$ cat src/hw/rtcam_map.svh
/*
 * register offsets, field positions, the clock rate and timing counts
 * for the clock core; included by the core module, the checker and the bench
 */
`ifndef RTCAM_MAP_SVH
`define RTCAM_MAP_SVH

// byte offsets on the bus
`define RTCAM_CTRL_OFS 12'h000
`define RTCAM_OSC_OFS 12'h004
`define RTCAM_HOLD_OFS 12'h008
`define RTCAM_ALM0_OFS 12'h00C
`define RTCAM_ALM1_OFS 12'h010
`define RTCAM_ALM2_OFS 12'h014
`define RTCAM_STAT_OFS 12'h018

// control register fields
`define RTCAM_CTL_SNAP 0
`define RTCAM_CTL_LOAD 1
`define RTCAM_CTL_FAST 2
`define RTCAM_CTL_RUN 4
`define RTCAM_CTL_FAIL 5
`define RTCAM_CTL_MDET 6
`define RTCAM_CTL_OSCEN 7
`define RTCAM_CTL_AEN0 8
`define RTCAM_CTL_AEN1 9
`define RTCAM_CTL_AEN2 10
`define RTCAM_CTL_ACLR 11

// oscillator register fields
`define RTCAM_OSC_LFO 3
`define RTCAM_OSC_VALID 4
`define RTCAM_OSC_BIAS2 5
`define RTCAM_OSC_XMODE 6
`define RTCAM_OSC_AGC 7

// status register: alarm flags in bits 2:0
`define RTCAM_STAT_ALM 0

// timing, in microseconds, and the clock rate in MHz
`define RTCAM_CLK_MHZ 250
`define RTCAM_MISS_US 100
`define RTCAM_BLANK_US 2000
`define RTCAM_MISS_CYC (`RTCAM_MISS_US * `RTCAM_CLK_MHZ)
`define RTCAM_BLANK_CYC (`RTCAM_BLANK_US * `RTCAM_CLK_MHZ)

`endif

$ cat src/hw/rtcam_pkg.sv
/*
 * types for the clock core
 * assumes the map header is on the include path
 */
package rtcam_pkg;
   typedef enum logic [1:0] {
      RTCAM_XFER_IDLE = 2'b00,
      RTCAM_XFER_WAIT = 2'b01,
      RTCAM_XFER_DO = 2'b10
   } rtcam_xfer_t;

   typedef logic [31:0] rtcam_word_t;
endpackage

$ cat src/hw/rtcam_core.sv
/*
 * real-time clock core: 32-bit counter on oscillator ticks, holding
 * word with snapshot and preload, three alarm compares, auto-clear,
 * missing-oscillator detector and gated crystal-valid indicator,
 * all behind an ahb-lite slave.
 * assumes osc_level and xtal_amp_ok are synchronous to hclk and that
 * one master drives the bus with single word transfers.
 */
// Behaviour
// - flag failure when oscillator level stuck 100us
// - failure event offered for interrupt, wake, reset
// - crystal valid meaningless for 2ms after poweron
// - crystal valid forced low without bias doubling
// - writing one enables doubled oscillator bias
// - 32-bit counter increments per tick while running
// - counter wraps and keeps counting
// - auto-clear zeroes counter tick after alarm0 drops
// - only alarm0 drives the auto-clear
// - load and snapshot work while counter runs
// - load copies holding word, then clears request
// - snapshot copies counter to holding, clears request
// - fast mode transfers on system clock
// - slow mode waits for tick, needs run
// - alarm when counter equals compare value
// - alarm event offered for reset, wake, interrupt
// - disabling alarm enable clears its flag
// - re-enabled alarm recurs after full wrap
// - cleared run holds counter value
// - low-frequency source counts at bit one
`timescale 1ns/10ps
`include "rtcam_map.svh"

module rtcam_core #(
   parameter int unsigned MISS_CYC = `RTCAM_MISS_CYC,
   parameter int unsigned BLANK_CYC = `RTCAM_BLANK_CYC
) (
   // clock and reset
   input wire logic hclk,
   input wire logic hresetn,
   // ahb-lite slave
   input wire logic hsel,
   input wire logic [11:0] haddr,
   input wire logic [1:0] htrans,
   input wire logic hwrite,
   input wire logic [2:0] hsize,
   input wire logic [31:0] hwdata,
   input wire logic hready,
   output logic hreadyout,
   output logic hresp,
   output rtcam_pkg::rtcam_word_t hrdata,
   // oscillator side
   input wire logic osc_level,
   input wire logic xtal_amp_ok,
   output logic osc_enable,
   output logic bias_double_en,
   output logic agc_enable,
   output logic xtal_mode,
   output logic lfo_select,
   // events to interrupt, wake and reset routing elsewhere
   output logic osc_fail_flag,
   output logic [2:0] alarm_event_flag,
   output rtcam_pkg::rtcam_word_t counter_value
);
   import rtcam_pkg::*;

   typedef struct packed {
      // bus data phase
      logic ph_wr;
      logic ph_rd;
      logic [11:0] ph_addr;
      logic [31:0] rdata;
      // control bits
      logic osc_en;
      logic mdet_en;
      logic fail;
      logic run;
      logic fast;
      logic load_req;
      logic snap_req;
      logic [2:0] aen;
      logic aclr;
      logic agc;
      logic xmode;
      logic bias2;
      logic lfo;
      // counter, holding word and compares
      logic [31:0] count;
      logic [31:0] hold;
      logic [31:0] alm0;
      logic [31:0] alm1;
      logic [31:0] alm2;
      // alarm events
      logic [2:0] alm_flag;
      logic alm0_prev;
      logic [2:0] match_q;
      // oscillator watch
      logic osc_prev;
      logic [31:0] stuck_cnt;
      logic [31:0] blank_cnt;
      rtcam_xfer_t xfer;
   } rtcam_state_t;

   rtcam_state_t st_r;
   rtcam_state_t st_nxt;

   logic tick;
   logic [2:0] match;
   logic [2:0] hit;
   logic amp_valid;
   logic blank_done;

   assign tick = st_r.osc_en && osc_level && !st_r.osc_prev;
   assign blank_done = st_r.blank_cnt >= BLANK_CYC;
   // blanking hides the indicator until the detector has settled
   assign amp_valid = st_r.bias2 && blank_done && xtal_amp_ok;

   // one compare per alarm; an event is the start of a match, so an
   // enable raised while the counter still sits on the compare value
   // waits for the next full wrap
   for (genvar g = 0; g < 3; g++) begin : g_alarm
      logic [31:0] cmp;
      if (g == 0) begin : g_sel0
         assign cmp = st_r.alm0;
      end else if (g == 1) begin : g_sel1
         assign cmp = st_r.alm1;
      end else begin : g_sel2
         assign cmp = st_r.alm2;
      end
      assign match[g] = st_r.count == cmp;
      assign hit[g] = st_r.aen[g] && match[g]
                      && !st_r.match_q[g];
   end

   function automatic logic [31:0] rd_mux(input logic [11:0] a,
                                          input rtcam_state_t s,
                                          input logic v);
      logic [31:0] r;
      r = 32'h00000000;
      unique case (a)
         `RTCAM_CTRL_OFS: begin
            r[`RTCAM_CTL_SNAP] = s.snap_req;
            r[`RTCAM_CTL_LOAD] = s.load_req;
            r[`RTCAM_CTL_FAST] = s.fast;
            r[`RTCAM_CTL_RUN] = s.run;
            r[`RTCAM_CTL_FAIL] = s.fail;
            r[`RTCAM_CTL_MDET] = s.mdet_en;
            r[`RTCAM_CTL_OSCEN] = s.osc_en;
            r[`RTCAM_CTL_AEN2:`RTCAM_CTL_AEN0] = s.aen;
            r[`RTCAM_CTL_ACLR] = s.aclr;
         end
         `RTCAM_OSC_OFS: begin
            r[`RTCAM_OSC_LFO] = s.lfo;
            r[`RTCAM_OSC_VALID] = v;
            r[`RTCAM_OSC_BIAS2] = s.bias2;
            r[`RTCAM_OSC_XMODE] = s.xmode;
            r[`RTCAM_OSC_AGC] = s.agc;
         end
         `RTCAM_HOLD_OFS: begin
            r = s.hold;
         end
         `RTCAM_ALM0_OFS: begin
            r = s.alm0;
         end
         `RTCAM_ALM1_OFS: begin
            r = s.alm1;
         end
         `RTCAM_ALM2_OFS: begin
            r = s.alm2;
         end
         `RTCAM_STAT_OFS: begin
            // flags read back here, cleared only through the enables
            r[2:0] = s.alm_flag;
         end
         default: r = 32'h00000000;
      endcase
      return r;
   endfunction

   always_comb begin
      logic take;
      logic [31:0] w;
      logic do_xfer;
      logic [2:0] aen_new;
      logic fail_set;
      take = 1'b0;
      w = hwdata;
      do_xfer = 1'b0;
      aen_new = 3'b000;
      fail_set = 1'b0;
      st_nxt = st_r;

      // bus: one address phase, zero wait data phase; hsize is not
      // decoded, so only whole-word transfers are meaningful
      take = hsel && hready && htrans[1];
      st_nxt.ph_wr = take && hwrite;
      st_nxt.ph_rd = take && !hwrite;
      st_nxt.ph_addr = {haddr[11:2], 2'b00};
      if (take && !hwrite) begin
         st_nxt.rdata = rd_mux({haddr[11:2], 2'b00}, st_r, amp_valid);
      end

      // oscillator edge seen on the synchronous level
      st_nxt.osc_prev = osc_level;

      // counter: two per tick from the low-frequency source
      if (tick && st_r.run) begin
         if (st_r.lfo) begin
            st_nxt.count = st_r.count + 32'h00000002;
         end else begin
            st_nxt.count = st_r.count + 32'h00000001;
         end
      end

      // alarm flags; only alarm0 arms the auto-clear
      st_nxt.match_q = match;
      for (int i = 0; i < 3; i++) begin
         if (hit[i]) begin
            st_nxt.alm_flag[i] = 1'b1;
         end
      end
      // a stopped counter must hold, so the clear only moves on ticks
      // that would also have counted
      if (tick && st_r.run) begin
         st_nxt.alm0_prev = match[0];
         // first tick after alarm0 has let go zeroes the counter
         if (st_r.aclr && st_r.alm0_prev && !match[0]) begin
            st_nxt.count = 32'h00000000;
         end
      end

      // missing oscillator: count system cycles at one level
      if (!st_r.mdet_en || osc_level != st_r.osc_prev) begin
         st_nxt.stuck_cnt = 32'h00000000;
      end else if (st_r.stuck_cnt < MISS_CYC) begin
         st_nxt.stuck_cnt = st_r.stuck_cnt + 32'h00000001;
      end else begin
         fail_set = 1'b1;
      end

      // blanking after oscillator power-on
      if (!st_r.osc_en) begin
         st_nxt.blank_cnt = 32'h00000000;
      end else if (!blank_done) begin
         st_nxt.blank_cnt = st_r.blank_cnt + 32'h00000001;
      end

      // transfers between holding word and counter
      unique case (st_r.xfer)
         RTCAM_XFER_IDLE: begin
            if (st_r.load_req || st_r.snap_req) begin
               st_nxt.xfer = st_r.fast ? RTCAM_XFER_DO :
                             RTCAM_XFER_WAIT;
            end
         end
         RTCAM_XFER_WAIT: begin
            // slow mode only finishes on a running tick
            if (tick && st_r.run) begin
               st_nxt.xfer = RTCAM_XFER_DO;
            end
         end
         RTCAM_XFER_DO: begin
            do_xfer = 1'b1;
            st_nxt.xfer = RTCAM_XFER_IDLE;
         end
      endcase
      if (do_xfer) begin
         if (st_r.load_req) begin
            st_nxt.count = st_r.hold;
            st_nxt.load_req = 1'b0;
         end else begin
            st_nxt.hold = st_r.count;
            st_nxt.snap_req = 1'b0;
         end
      end

      // register writes land in the data phase
      if (st_r.ph_wr) begin
         unique case (st_r.ph_addr)
            `RTCAM_CTRL_OFS: begin
               st_nxt.osc_en = w[`RTCAM_CTL_OSCEN];
               st_nxt.mdet_en = w[`RTCAM_CTL_MDET];
               if (!w[`RTCAM_CTL_FAIL]) begin
                  st_nxt.fail = 1'b0;
               end
               st_nxt.run = w[`RTCAM_CTL_RUN];
               st_nxt.fast = w[`RTCAM_CTL_FAST];
               // requests only set here; hardware clears them
               if (w[`RTCAM_CTL_LOAD] && st_r.xfer == RTCAM_XFER_IDLE) begin
                  st_nxt.load_req = 1'b1;
               end
               if (w[`RTCAM_CTL_SNAP] && st_r.xfer == RTCAM_XFER_IDLE
                   && !w[`RTCAM_CTL_LOAD]) begin
                  st_nxt.snap_req = 1'b1;
               end
               aen_new = w[`RTCAM_CTL_AEN2:`RTCAM_CTL_AEN0];
               st_nxt.aen = aen_new;
               for (int i = 0; i < 3; i++) begin
                  if (!aen_new[i]) begin
                     st_nxt.alm_flag[i] = 1'b0;
                  end
               end
               st_nxt.aclr = w[`RTCAM_CTL_ACLR];
            end
            `RTCAM_OSC_OFS: begin
               st_nxt.lfo = w[`RTCAM_OSC_LFO];
               st_nxt.bias2 = w[`RTCAM_OSC_BIAS2];
               st_nxt.xmode = w[`RTCAM_OSC_XMODE];
               st_nxt.agc = w[`RTCAM_OSC_AGC];
            end
            `RTCAM_HOLD_OFS: begin
               // a write here races a snapshot; software sequences them
               st_nxt.hold = w;
            end
            `RTCAM_ALM0_OFS: begin
               st_nxt.alm0 = w;
            end
            `RTCAM_ALM1_OFS: begin
               st_nxt.alm1 = w;
            end
            `RTCAM_ALM2_OFS: begin
               st_nxt.alm2 = w;
            end
            default: ;
         endcase
      end

      // a failure in the clearing cycle is kept
      if (fail_set) begin
         st_nxt.fail = 1'b1;
      end
   end

   always_ff @(posedge hclk or negedge hresetn) begin
      if (!hresetn) begin
         st_r <= '0;
      end else begin
         st_r <= st_nxt;
      end
   end

   assign hreadyout = 1'b1;
   assign hresp = 1'b0;
   assign hrdata = st_r.rdata;
   assign osc_enable = st_r.osc_en;
   assign bias_double_en = st_r.bias2;
   assign agc_enable = st_r.agc;
   assign xtal_mode = st_r.xmode;
   assign lfo_select = st_r.lfo;
   assign osc_fail_flag = st_r.fail;
   assign alarm_event_flag = st_r.alm_flag;
   assign counter_value = st_r.count;
endmodule // rtcam_core

$ cat config.mk
export PLATFORM = sky130hd
export DESIGN_NAME = rtcam_core
export DESIGN_NICKNAME = d
export VERILOG_FILES = /design/src/hw/rtcam_pkg.sv /design/src/hw/rtcam_core.sv
export VERILOG_INCLUDE_DIRS = /design/src /design/src/hw
export SDC_FILE = /design/constraint.sdc
export NUM_CORES = 1
export LEC_CHECK = 0
export ABC_AREA = 1
export BUFFER_PORTS_ARGS = -buffer_cell sky130_fd_sc_hd__buf_2
export CAP_MARGIN = 20
export CORE_MARGIN = 4
export CORE_UTILIZATION = 40
export DETAILED_ROUTE_END_ITERATION = 8
export PLACE_DENSITY = 0.65
export SYNTH_ARGS = -nofsm -noshare
export SYNTH_HDL_FRONTEND = slang
export SYNTH_SLANG_ARGS = --single-unit
$ cat constraint.sdc
create_clock -name hclk -period 2.5 [get_ports hclk]
set_clock_uncertainty 0.2 [all_clocks]
set_input_delay 0.375 -clock hclk [delete_from_list [all_inputs] [get_ports hclk]]
set_output_delay 0.375 -clock hclk [all_outputs]
set_load 0.1 [all_outputs]
# Word level (Yosys, flattened, before mapping)
# Index checks and enable logic that the tools add are counted.
dict set report classes {
  eq_ne 21
  mux 44
  n_addsub 4
  reduce_logical 43
  n_lt_le_gt_ge 2
}
# op n
set op_table {}
lappend op_table {{$mux 32} 14}
lappend op_table {{$mux 131} 1}
lappend op_table {{$add 32x1->32 const B} 3}
lappend op_table {{$eq 32x32->1} 3}
lappend op_table {{$pmux 20 s4} 1}
lappend op_table {{$mux 64} 1}
lappend op_table {{$eq 10x3->1 const B} 5}
lappend op_table {{$eq 10x2->1 const B} 4}
lappend op_table {{$add 32x2->32 const B} 1}
lappend op_table {{$ge 32x19->1 const B} 1}
lappend op_table {{$lt 32x15->1 const B} 1}
lappend op_table {{$pmux 4 s6} 1}
lappend op_table {{$eq 10x1->1 const B} 2}
lappend op_table {{$logic_and 1x1->1} 20}
lappend op_table {{$pmux 4 s5} 1}
lappend op_table {{$pmux 3 s6} 1}
lappend op_table {{$mux 1} 14}
lappend op_table {{$mux 13} 1}
lappend op_table {{$logic_not 12->1} 1}
lappend op_table {{$reduce_and 2->1} 6}
lappend op_table {{$logic_not 10->1} 1}
lappend op_table {{$mux 9} 1}
lappend op_table {{$logic_not 1->1} 8}
lappend op_table {{$mux 2} 4}
lappend op_table {{13 further kinds} 18}
dict set report word_totals {
  output_inout_bits 75
  register_bits 292
  inputBits 56
  word_cells 142
}

# Logic depth before layout (Yosys ltp)
# Gate-level depths: netlist (run 1).
dict set report logic_depth {
  word_depth 10
  mapped_depth 13
  ltp_nobuf 12
}

# Worst setup path after synthesis (run 1)
# OpenSTA, ideal clock, no wires.
dict set report synth_timing {
  path_type {reg-to-reg}
  start {reg st_r (netlist bit lfo_select)}
  end {reg st_r (netlist bit counter_value[24])}
  path_stages_with_launch 11
  setup_time_ns 0.118
  arrival_time_ns 2.189
  slack_ns -0.007
  period_less_slack_ns 2.507
  n_path_buf 0
  t_required_ns 2.182
  path_cell_list {dfrtp_1 clkinv_1 nand2_1 inv_1 nor2_2 nand2_1 inv_1 nand2_1 xor2_1 nand3_1 nand2_1}
}
# element line
set synth_rtl {}
lappend synth_rtl {{start: declaration} rtcam_core.sv:103} ;# rtcam_state_t st_r;
lappend synth_rtl {{start signal: assignment} rtcam_core.sv:337} ;# st_r <= st_nxt;

# Worst setup path in the final report (run 1)
dict set report layout_timing {
  start {reg st_r (netlist bit counter_value[13])}
  end {out counter_value[13]}
}
# element line
set layout_rtl {}
lappend layout_rtl {{end: declaration} rtcam_core.sv:62} ;# output rtcam_pkg::rtcam_word_t counter_value
# No word-level cell between the ends.

==> impl_metrics.sql, run 1 <==
INSERT INTO impl_metrics (metric_group, metric, value, unit) VALUES
('place', 'port_buffers', '122', ''),
('critical_path', 'timing.critical_path.depth', '2', ''),
('global_routing', 'grt_pass1_vias', '13900', ''),
('worst_hold_path', 'timing.hold.worst_path_depth', '3', ''),
('timing', 'tns', '0', 'ps'),
('yosys', 'synth_fp_nets', '2161', ''),
('pwr', 'power.density', '810', 'mW/mm^2'),
('critical_path', 'required_time_at_the_endpoint_of_the_critical_path', '1920', 'ps'),
('route', 'num_vias', '14200', ''),
('outcome', 'status', 'complete, no violations', ''),
('clock_network', 'clock_path_buffers', '3', ''),
('final_layout', 'nFillCells', '3957', ''),
('critical_path', 'timing.critical_path.buf_inv', '2', ''),
('clock_network', 'hold_buffers', '45', ''),
('critical_path', 'critPathCaptureType', 'output pin', ''),
('timing', 'rsz0062_at_grt', 'no', ''),
('clock_network', 'post-cts-setup-buffer-count', '0', ''),
('timing', 'period_needed', '2290', 'ps'),
('floorplanning', 'io-pin-count', '131', ''),
('clock_network', 'tritoncts.num_buffers', '35', ''),
('worst_hold_path', 'hold_class', 'input pin to flip-flop', ''),
('clock_network', 'cts_root_buffer', 'clkbuf_16', ''),
('final_layout', 'most-common-layout-cells', '563 x nand2_1, 291 x dfrtp_1, 222 x o21ai_0', ''),
('place', 'gp_congestion', '0.926', ''),
('final_layout', 'diodes', '0', ''),
('clock_network', 'cts_htree_levels', '2', ''),
('global_routing', 'grt_antenna_before_repair', '0', ''),
('final_layout', 'layout.area.seq', '0.00731', 'mm^2'),
('route', 'ant_nets', '0', ''),
('critical_path', 'worstPathCellList', 'buf_4 > buf_2', ''),
('floorplanning', 'core_region_area', '0.0399', 'mm^2'),
('global_routing', 'gr-usage-all-layers', '0.215', ''),
('route', 'wl', '47.7', 'mm'),
('yosys', 'synth_top_cell_area_share', '0.450', ''),
('critical_path', 'worstPathArrival', '1720', 'ps'),
('critical_path', 'crit_path_top_delay_cell', 'dfrtp_1', ''),
('critical_path', 'timing.critical_path.fanout_max', '8', ''),
('global_routing', 'grt_remaining_overflow', '0', ''),
('critical_path', 'crit_path_start_kind', 'flip-flop', ''),
('route', 'route.detailed.wl_per_inst', '17.4', 'um'),
('clock_network', 'post_cts_resize_count', '0', ''),
('yosys', 'synth_seq_cells', '292', ''),
('yosys', 'synth_top_flop_cell', 'dfrtp_1', ''),
('floorplanning', 'start_util', '0.406', ''),
('yosys', 'synthArstFlopShare', '1.00', ''),
('final_layout', 'fraction_of_layout_cells_with_a_size_suffix_above_1', '0.131', ''),
('final_layout', 'finalNetCount', '2248', ''),
('clock_network', 'clk_pin_slew_worst_paths', '60', 'ps'),
('final_layout', 'most_common_cell_after_layout_fill_and_taps_aside', 'nand2_1', ''),
('floorplanning', 'design.die.area', '0.0438', 'mm^2'),
('yosys', 'synth_top_cell_by_area', 'dfrtp_1', ''),
('timing', 'worstMarginPinSlew', '769', 'ps'),
('critical_path', 'crit_family', 'buffers and inverters', ''),
('yosys', 'synth.avg_cell_area', '7.74', 'um^2'),
('yosys', 'syn_inst', '2097', ''),
('route', 'drtPass1Iterations', '6', ''),
('clock_network', 'clock_insertion_delay_worst_skew', '540', 'ps'),
('pwr', 'worst_ir_drop_vdd', '488', 'uV'),
('yosys', 'yosys.cell_types.count', '53', ''),
('global_routing', 'wire_length_of_the_first_global_routing_pass', '76.7', 'mm'),
('clock_network', 'tritoncts', 'yes', ''),
('timing', 'setup_viol', '0', ''),
('critical_path', 'timing_worst_setup_path_type', 'flip-flop to output pin', ''),
('timing', 'fmax', '436', 'MHz'),
('timing', 'relSlewSlack', '0.487', ''),
('timing', 'fin_crit_sh', '0.917', ''),
('yosys', 'synthesis.yosys.warnings', '0', ''),
('global_routing', 'grt_max_degree', '72', ''),
('route', 'viasPerCell', '5.18', ''),
('floorplanning', 'die-width', '209', 'um'),
('timing', 'final_hold_viol_count', '0', '');
==> area by class of cell <==
type | instances | area share
Clock inverter | 7 | 0.00407
Inverter | 233 | 0.0478
Sequential cell | 292 | 0.396
Tap cell | 525 | 0.0356
Timing Repair Buffer | 214 | 0.0806
Multi-Input combinational cell | 1408 | 0.380
Clock buffer | 53 | 0.0561
==> layer usage <==
metal  track usage  up-vias  routed length, um
li1              -     6798                  -
met1         0.297     6767              20900
met2         0.356      498              22200
met3        0.0360       93               3460
met4        0.0527        0               1090
met5             0        -                  0
==> logic make-up after synthesis <==
kind of cell,synth area share
other,0.000463
XOR/XNOR,0.0551
flip-flops,0.450
multiplexers,0.00139
AND/OR/NAND/NOR,0.253
AO/OA/AOI/OAI,0.114
buffers and inverters,0.120
adder cells (fa/ha/maj),0.00617
==> power by group <==
part           internal (mW)  switching, mW  total (mW)
clock                   2.96           2.02        4.98
sequential              5.25          0.722        5.97
combinational           1.14           2.85        3.99
==> through the flow <==
stage,std cells,setup WS [ps],util,cell area (um^2),total power [mW]
3_5_place_dp,2627,256,0.423,16900,9.95
5_1_grt,2732,34.3,0.462,18400,15.7
4_1_cts,2732,188,0.462,18400,15.0
3_3_place_gp,2627,255,0.423,16900,9.86
2_1_floorplan,2097,73.7,-,16200,9.22
6_report,2732,207,0.462,18400,14.9
==> worst reg2reg max path: cells and delay by family, from the launching register on <==
kind / cells / cell delay [ps]
simple gates: 7 / 790
fa+ha+maj: 1 / 280
flops: 1 / 590
buf+inv: 2 / 170
xor+xnor: 1 / 140
==> state kept, by name, summed over array words and instances, names as in the netlist <==
| name | flops |
|---|---|
| st_r | 123 |
| xtal_mode | 1 |
| alarm_event_flag | 3 |
| osc_fail_flag | 1 |
| lfo_select | 1 |
| agc_enable | 1 |
| osc_enable | 1 |
| g_alarm.cmp | 96 |
| bias_double_en | 1 |
| hrdata | 32 |
| counter_value | 32 |
==> worst paths after layout <==
path                              startpoint            endpoint  slack, ps
hold / removal                    hwdata[11]           st_r[181]         50
max in group asynchronous            hresetn            st_r[13]       1230
setup reg to reg            counter_value[0]   counter_value[24]        220
setup / recovery           counter_value[13]   counter_value[13]        210
hold reg to reg                     st_r[22]            st_r[22]        260
min in group asynchronous            hresetn  g_alarm[2].cmp[16]        140
==> cells in the mapped netlist (all sizes together) (3+ instances only) <==
| library cell | number |
|---|---|
| xor2 | 63 |
| nor3b | 3 |
| buf | 121 |
| nor2 | 156 |
| o22ai | 15 |
| clkbuf | 43 |
| a22o | 6 |
| nor4 | 8 |
| ha | 8 |
| nand2 | 578 |
| nand4 | 43 |
| nand3 | 102 |
| inv | 229 |
| or2 | 3 |
| dfrtp | 292 |
| nor3 | 40 |
| xnor2 | 39 |
| nand3b | 11 |
| clkinv | 4 |
| o21ai | 278 |
| a21oi | 39 |
(Power assumes the default switching activity.)
==> run 2: changes to the inputs <==
REMOVE_ABC_BUFFERS = 1   (was not set)
==> run 2 against run 1 <==
Compared with the run above: sequential cell count unchanged; combinational power up 1%; wire length up 2.0%; worst hold slack worse by 27 ps; power down 0.81%; register-to-register slack worse by 60 ps; utilization up 0.094 points; die area unchanged; sequential power down 0.7%; critical path type is now flip-flop to flip-flop; critical endpoint is now counter_value[20].
==> impl_metrics.sql, run 2 (synthesis results as in run 1) <==
INSERT INTO impl_metrics (metric_group, metric, value, unit) VALUES
('outcome', 'status', 'complete, no violations', ''),
('clock_network', 'tritoncts.num_buffers', '35', ''),
('global_routing', 'grt_pass1_vias', '13600', ''),
('pwr', 'p_comb_frac', '0.272', ''),
('floorplanning', 'design.die.area', '0.0438', 'mm^2'),
('route', 'route.detailed.wl_per_inst', '17.7', 'um'),
('pwr', 'power.density', '802', 'mW/mm^2'),
('critical_path', 'crit_path_top_delay_cell', 'dfrtp_1', ''),
('pwr', 'total_power', '14.8', 'mW'),
('worst_hold_path', 'hold_class', 'input pin to flip-flop', ''),
('critical_path', 'reg2reg_slack', '160', 'ps'),
('global_routing', 'gr-usage-all-layers', '0.218', ''),
('clock_network', 'tritoncts_num_sinks', '292', ''),
('critical_path', 'cpMostUsedCell', 'nand2_1', ''),
('timing', 'fmax', '427', 'MHz'),
('critical_path', 'crit_path_start_kind', 'flip-flop', ''),
('route', 'wl', '48.6', 'mm'),
('pwr', 'pwr-share-clk', '0.328', ''),
('final_layout', 'utilization', '0.463', ''),
('clock_network', 'tritoncts', 'yes', ''),
('pwr', 'power.switching_fraction', '0.375', ''),
('floorplanning', 'floorplan.rows', '73', ''),
('global_routing', 'wire_length_of_the_first_global_routing_pass', '76.5', 'mm'),
('clock_network', 'cts_root_buffer', 'clkbuf_16', ''),
('final_layout', 'registers.top_by_ff_count', 'st_r', ''),
('final_layout', 'footprint_of_the_multi_input_gates', '0.00700', 'mm^2'),
('floorplanning', 'die_y', '209', 'um'),
('timing', 'relSlewSlack', '0.478', ''),
('critical_path', 'timing.critical_path.fanout_max', '9', ''),
('global_routing', 'groute.layer.met3.usage', '0.0416', ''),
('job', 'max_cap_violations', '0', ''),
('floorplanning', 'io-pin-count', '131', ''),
('floorplanning', 'die-width', '209', 'um'),
('final_layout', 'fraction_of_layout_cells_with_a_size_suffix_above_1', '0.134', ''),
('clock_network', 'clock_insertion_delay_worst_skew', '520', 'ps'),
('global_routing', 'use_met1', '0.315', ''),
('global_routing', 'grt_max_degree', '77', ''),
('clock_network', 'clock_path_buffers', '3', ''),
('critical_path', 'worstPathCellList', 'ha_1 > nand3_1 > nand2_1 > inv_1 > nor2_2 > nand2_1 > nor2_1 > xor2_1 > o21ai_1', ''),
('place', 'gp_congestion', '0.932', ''),
('clock_network', 'cts_htree_levels', '2', ''),
('timing', 'period_needed', '2340', 'ps'),
('route', 'viasPerCell', '5.17', ''),
('final_layout', 'layout.area.seq', '0.00731', 'mm^2'),
('pwr', 'p_leak', '9.58', 'nW'),
('route', 'ant_nets', '0', ''),
('timing', 'worstMarginPinSlew', '783', 'ps'),
('timing', 'final_hold_viol_count', '0', ''),
('critical_path', 'critical_path.max_stage_delay', '570', 'ps'),
('route', 'num_vias', '14200', ''),
('timing', 'rsz0062_at_grt', 'no', ''),
('global_routing', 'grt_antenna_before_repair', '0', ''),
('route', 'drtIter0Drc', '1358', ''),
('critical_path', 'critPathCaptureType', 'flip-flop', ''),
('pwr', 'seq_power_share', '0.400', ''),
('place', 'dp_hpwl', '35.1', 'mm'),
('timing', 'maxSlewViolCount', '0', ''),
('final_layout', 'nFillCells', '3913', ''),
('critical_path', 'worstPathArrival', '2540', 'ps'),
('final_layout', 'flip_flop_count_of_the_largest_register_after_layout', '123', ''),
('critical_path', 'timing_worst_setup_path_type', 'flip-flop to flip-flop', ''),
('route', 'detail_route.drc_violations', '0', ''),
('final_layout', 'finalNetCount', '2258', ''),
('floorplanning', 'core_region_area', '0.0399', 'mm^2'),
('final_layout', 'most_common_cell_after_layout_fill_and_taps_aside', 'nand2_1', ''),
('timing', 'tns', '0', 'ps'),
('pwr', 'net-switching-power', '5.56', 'mW'),
('final_layout', 'most-common-layout-cells', '563 x nand2_1, 292 x dfrtp_1, 221 x o21ai_0', ''),
('clock_network', 'clk_pin_slew_worst_paths', '60', 'ps'),
('final_layout', 'non_filler_cells_in_the_finished_layout', '2741', ''),
('global_routing', 'grt_util_met2', '0.336', ''),
('floorplanning', 'start_util', '0.406', ''),
('pwr', 'worst_ir_drop_vdd', '422', 'uV'),
('final_layout', 'diodes', '0', ''),
('final_layout', 'areaGrowthSynthToFinish', '13.9', '%'),
('critical_path', 'required_time_at_the_endpoint_of_the_critical_path', '2700', 'ps'),
('place', 'dp.cells', '2639', ''),
('timing', 'setup_viol', '0', ''),
('route', 'drtPass1Iterations', '6', ''),
('timing', 'fin_crit_sh', '0.937', ''),
('global_routing', 'grt_busiest_layer', 'met2', ''),
('global_routing', 'grt_remaining_overflow', '0', ''),
('timing', 'fin_worst_hold_slack', '28.3', 'ps'),
('pwr', 'cellInternalPower', '9.27', 'mW'),
('place', 'port_buffers', '122', '');
## run 2: power groups by stage
stage / registers, mW / clock network, mW / logic (mW)
detailed placement: 5.99 / 0 / 3.96
floorplan: 6.92 / 0 / 1.82
CTS: 5.91 / 4.95 / 4.03
global placement: 5.97 / 0 / 3.89
global route: 6.00 / 5.15 / 4.46
finish: 5.93 / 4.86 / 4.04
## run 2: worst paths after layout
check,from,depth (start not counted),end
setup reg to reg,counter_value[1],9,counter_value[20]
min in group asynchronous,hresetn,2,st_r[18]
max in group asynchronous,hresetn,3,g_alarm[1].cmp[30]
hold / removal,hwdata[4],3,st_r[174]
setup / recovery,counter_value[1],9,counter_value[20]
hold reg to reg,st_r[33],2,st_r[33]
## run 2: timing repair
action,4_1_cts,5_1_grt
gates resized for setup,0,2
endpoints found under the setup margin,0,2
endpoints found under the hold margin,149,0
hold buffers,43,0
buffers inserted,0,0
## run 2: routing by layer
metal	vias up	share of wire
li1	6813	-
met1	6728	0.45
met2	545	0.44
met3	78	0.078
met4	0	0.027
met5	-	0
## run 2: critical path: cells and delay by family, from the launching register on
family          cells  cell delay (ps)
flops               1              570
buf+inv             1               60
compound gates      1               80
fa+ha+maj           1              290
xor+xnor            1              170
simple gates        5              850
## run 2: layout make-up
type,instances,share of cell area
Tap cell,525,0.0355
Timing Repair Buffer,224,0.0842
Clock inverter,4,0.00122
Sequential cell,292,0.395
Multi-Input combinational cell,1408,0.379
Inverter,233,0.0477
Clock buffer,55,0.0570
## run 2: stage by stage
step           instance area [um^2]  setup slack (ps)
2_1_floorplan                 15200              -461
3_3_place_gp                  17000               182
3_5_place_dp                  17000               205
4_1_cts                       18500               181
5_1_grt                       18500              52.7
6_report                      18500               157
==> run 3: changes to the inputs <==
CORE_UTILIZATION = 45   (was 40)
CTS_CLUSTER_DIAMETER = 200   (was not set)
PLACE_DENSITY = 0.71   (was 0.65)
==> run 3 against run 2 <==
Compared with the run above: combinational power about the same; non-clock buffer count decreased by 3; utilization increased by 5.6 points; critical endpoint is now hrdata[0]; largest power group unchanged; highest routed layer unchanged; sequential share of layout area about the same; clock power increased by 5.6%; cell area about the same; power increased by 1.8%; critical path type is now input pin to flip-flop; critical path depth unchanged; sequential cell count unchanged; via count decreased by 0.54%; global-route usage increased by 2.2 points.
==> impl_metrics.sql, run 3 (synthesis results as in run 1) <==
INSERT INTO impl_metrics (metric_group, metric, value, unit) VALUES
('outcome', 'status', 'complete, no violations', ''),
('timing', 'tns', '0', 'ps'),
('route', 'viasPerCell', '5.26', ''),
('timing', 'period_needed', '2380', 'ps'),
('global_routing', 'grt_max_degree', '65', ''),
('final_layout', 'finalNetCount', '2255', ''),
('clock_network', 'tritoncts.num_buffers', '35', ''),
('clock_network', 'clock_path_buffers', '3', ''),
('timing', 'maxSlewViolCount', '0', ''),
('clock_network', 'clock_insertion_delay_worst_skew', '520', 'ps'),
('final_layout', 'flip_flop_count_of_the_largest_register_after_layout', '123', ''),
('global_routing', 'grt_remaining_overflow', '0', ''),
('global_routing', 'grt_antenna_before_repair', '0', ''),
('critical_path', 'required_time_at_the_endpoint_of_the_critical_path', '2750', 'ps'),
('route', 'routedLengthMet1', '21.1', 'mm'),
('global_routing', 'wire_length_of_the_first_global_routing_pass', '74.8', 'mm'),
('final_layout', 'layout.area.seq', '0.00731', 'mm^2'),
('floorplanning', 'die-width', '198', 'um'),
('timing', 'setup_viol', '0', ''),
('final_layout', 'diodes', '0', ''),
('final_layout', 'non_filler_cells_in_the_finished_layout', '2676', ''),
('route', 'drtPass1Iterations', '5', ''),
('final_layout', 'fraction_of_layout_cells_with_a_size_suffix_above_1', '0.137', ''),
('critical_path', 'timing.critical_path.fanout_max', '6', ''),
('critical_path', 'timing_worst_setup_path_type', 'input pin to flip-flop', ''),
('route', 'detail_route.drc_violations', '0', ''),
('clock_network', 'cts_root_buffer', 'clkbuf_16', ''),
('timing', 'fmax', '420', 'MHz'),
('route', 'route.detailed.wl_per_inst', '17.6', 'um'),
('final_layout', 'areaGrowthSynthToFinish', '13.9', '%'),
('route', 'met2_wirelength', '21.4', 'mm'),
('route', 'met3_wirelength', '3.32', 'mm'),
('place', 'dp.cells', '2571', ''),
('floorplanning', 'io-pin-count', '131', ''),
('route', 'ant_nets', '0', ''),
('final_layout', 'most-common-layout-cells', '563 x nand2_1, 292 x dfrtp_1, 222 x o21ai_0', ''),
('timing', 'fin_worst_hold_slack', '15.6', 'ps'),
('final_layout', 'most_common_cell_after_layout_fill_and_taps_aside', 'nand2_1', ''),
('floorplanning', 'floorplan.rows', '69', ''),
('timing', 'worstMarginPinSlew', '769', 'ps'),
('critical_path', 'critPathCaptureType', 'flip-flop', ''),
('place', 'dp_hpwl', '33.9', 'mm'),
('pwr', 'power.density', '817', 'mW/mm^2'),
('critical_path', 'worstPathArrival', '2630', 'ps'),
('pwr', 'p_leak', '9.62', 'nW'),
('timing', 'relSlewSlack', '0.487', ''),
('route', 'drtIter0Drc', '1374', ''),
('timing', 'rsz0062_at_grt', 'no', ''),
('clock_network', 'tritoncts', 'yes', ''),
('route', 'wl', '47.2', 'mm'),
('pwr', 'total_power', '15.1', 'mW'),
('job', 'max_cap_violations', '0', ''),
('clock_network', 'tritoncts_num_sinks', '292', ''),
('route', 'highest-signal-layer', 'met4', ''),
('place', 'port_buffers', '122', ''),
('place', 'gp_congestion', '0.952', ''),
('floorplanning', 'die_y', '198', 'um'),
('route', 'num_vias', '14100', ''),
('floorplanning', 'design.die.area', '0.0392', 'mm^2'),
('final_layout', 'footprint_of_the_multi_input_gates', '0.00700', 'mm^2'),
('final_layout', 'nFillCells', '3381', ''),
('worst_hold_path', 'hold_class', 'input pin to flip-flop', ''),
('critical_path', 'crit_path_start_kind', 'input pin', ''),
('clock_network', 'cts_htree_levels', '2', ''),
('timing', 'final_hold_viol_count', '0', ''),
('timing', 'fin_crit_sh', '0.953', ''),
('final_layout', 'registers.top_by_ff_count', 'st_r', ''),
('clock_network', 'post-cts-setup-buffer-count', '0', ''),
('global_routing', 'grt_pass1_vias', '13600', ''),
('pwr', 'worst_ir_drop_vdd', '538', 'uV'),
('global_routing', 'gr-usage-all-layers', '0.240', ''),
('floorplanning', 'start_util', '0.456', ''),
('critical_path', 'reg2reg_slack', '160', 'ps'),
('clock_network', 'clk_pin_slew_worst_paths', '60', 'ps'),
('floorplanning', 'core_region_area', '0.0356', 'mm^2');
-- run 3: cell types whose count changed in the layout (fill, tap and decap cells not counted), moves of 2 or more --
cell | previous run | this run
bufinv_16 | 0 | 2
buf_4 | 54 | 49
clkbuf_8 | 6 | 8
clkbuf_1 | 12 | 3
clkinv_2 | 5 | 10
inv_6 | 0 | 2
-- run 3: final timing paths --
check / start / depth (start not counted) / endpoint
max in group asynchronous: hresetn / 3 / g_alarm[1].cmp[30]
hold / removal: xtal_amp_ok / 5 / hrdata[4]
min in group asynchronous: hresetn / 2 / st_r[3]
hold reg to reg: st_r[28] / 2 / st_r[28]
setup / recovery: haddr[11] / 9 / hrdata[0]
setup reg to reg: counter_value[1] / 12 / counter_value[28]
-- run 3: report_power, final --
group	switching [mW]	internal [mW]	leakage [nW]
Clock	2.04	3.09	0.580
Sequential	0.657	5.25	3.31
Combinational	2.90	1.16	5.73
Total	5.60	9.50	9.62
-- run 3: metrics by stage --
step	setup slack, ps	utilization	cell area (um^2)
after global routing	3.82	0.520	18500
after CTS	171	0.520	18500
after floorplan	-461	-	15200
after detailed placement	202	0.474	16900
after global placement	220	0.474	16900
final	117	0.520	18500
-- run 3: area by class of cell --
class	instances	area share
tap	461	0.0312
clock inverter	14	0.00765
inverter	233	0.0477
sequential	292	0.395
clock buffer	47	0.0553
multi-input combinational	1408	0.379
timing repair buffer	221	0.0838
-- run 3: critical path: stages --
cell and delay (ps):
dlygate4sd3_1 530, buf_2 130, nor2_2 240, nand3_1 220, nor3_2 320, nand2_1 290
o211ai_1 350, nor3_1 80, nor2_1 80
-- run 3: what timing repair did --
action | 4_1_cts | 5_1_grt
hold buffers | 44 | 0
resized for setup | 0 | 0
endpoints found under the setup margin | 0 | 0
hold endpoints to repair | 136 | 0
-- run 3: per-layer routing --
layer,vias to the layer above,track usage
li1,6806,-
met1,6708,0.346
met5,-,0
met2,482,0.377
met3,92,0.0369
met4,0,0.0678
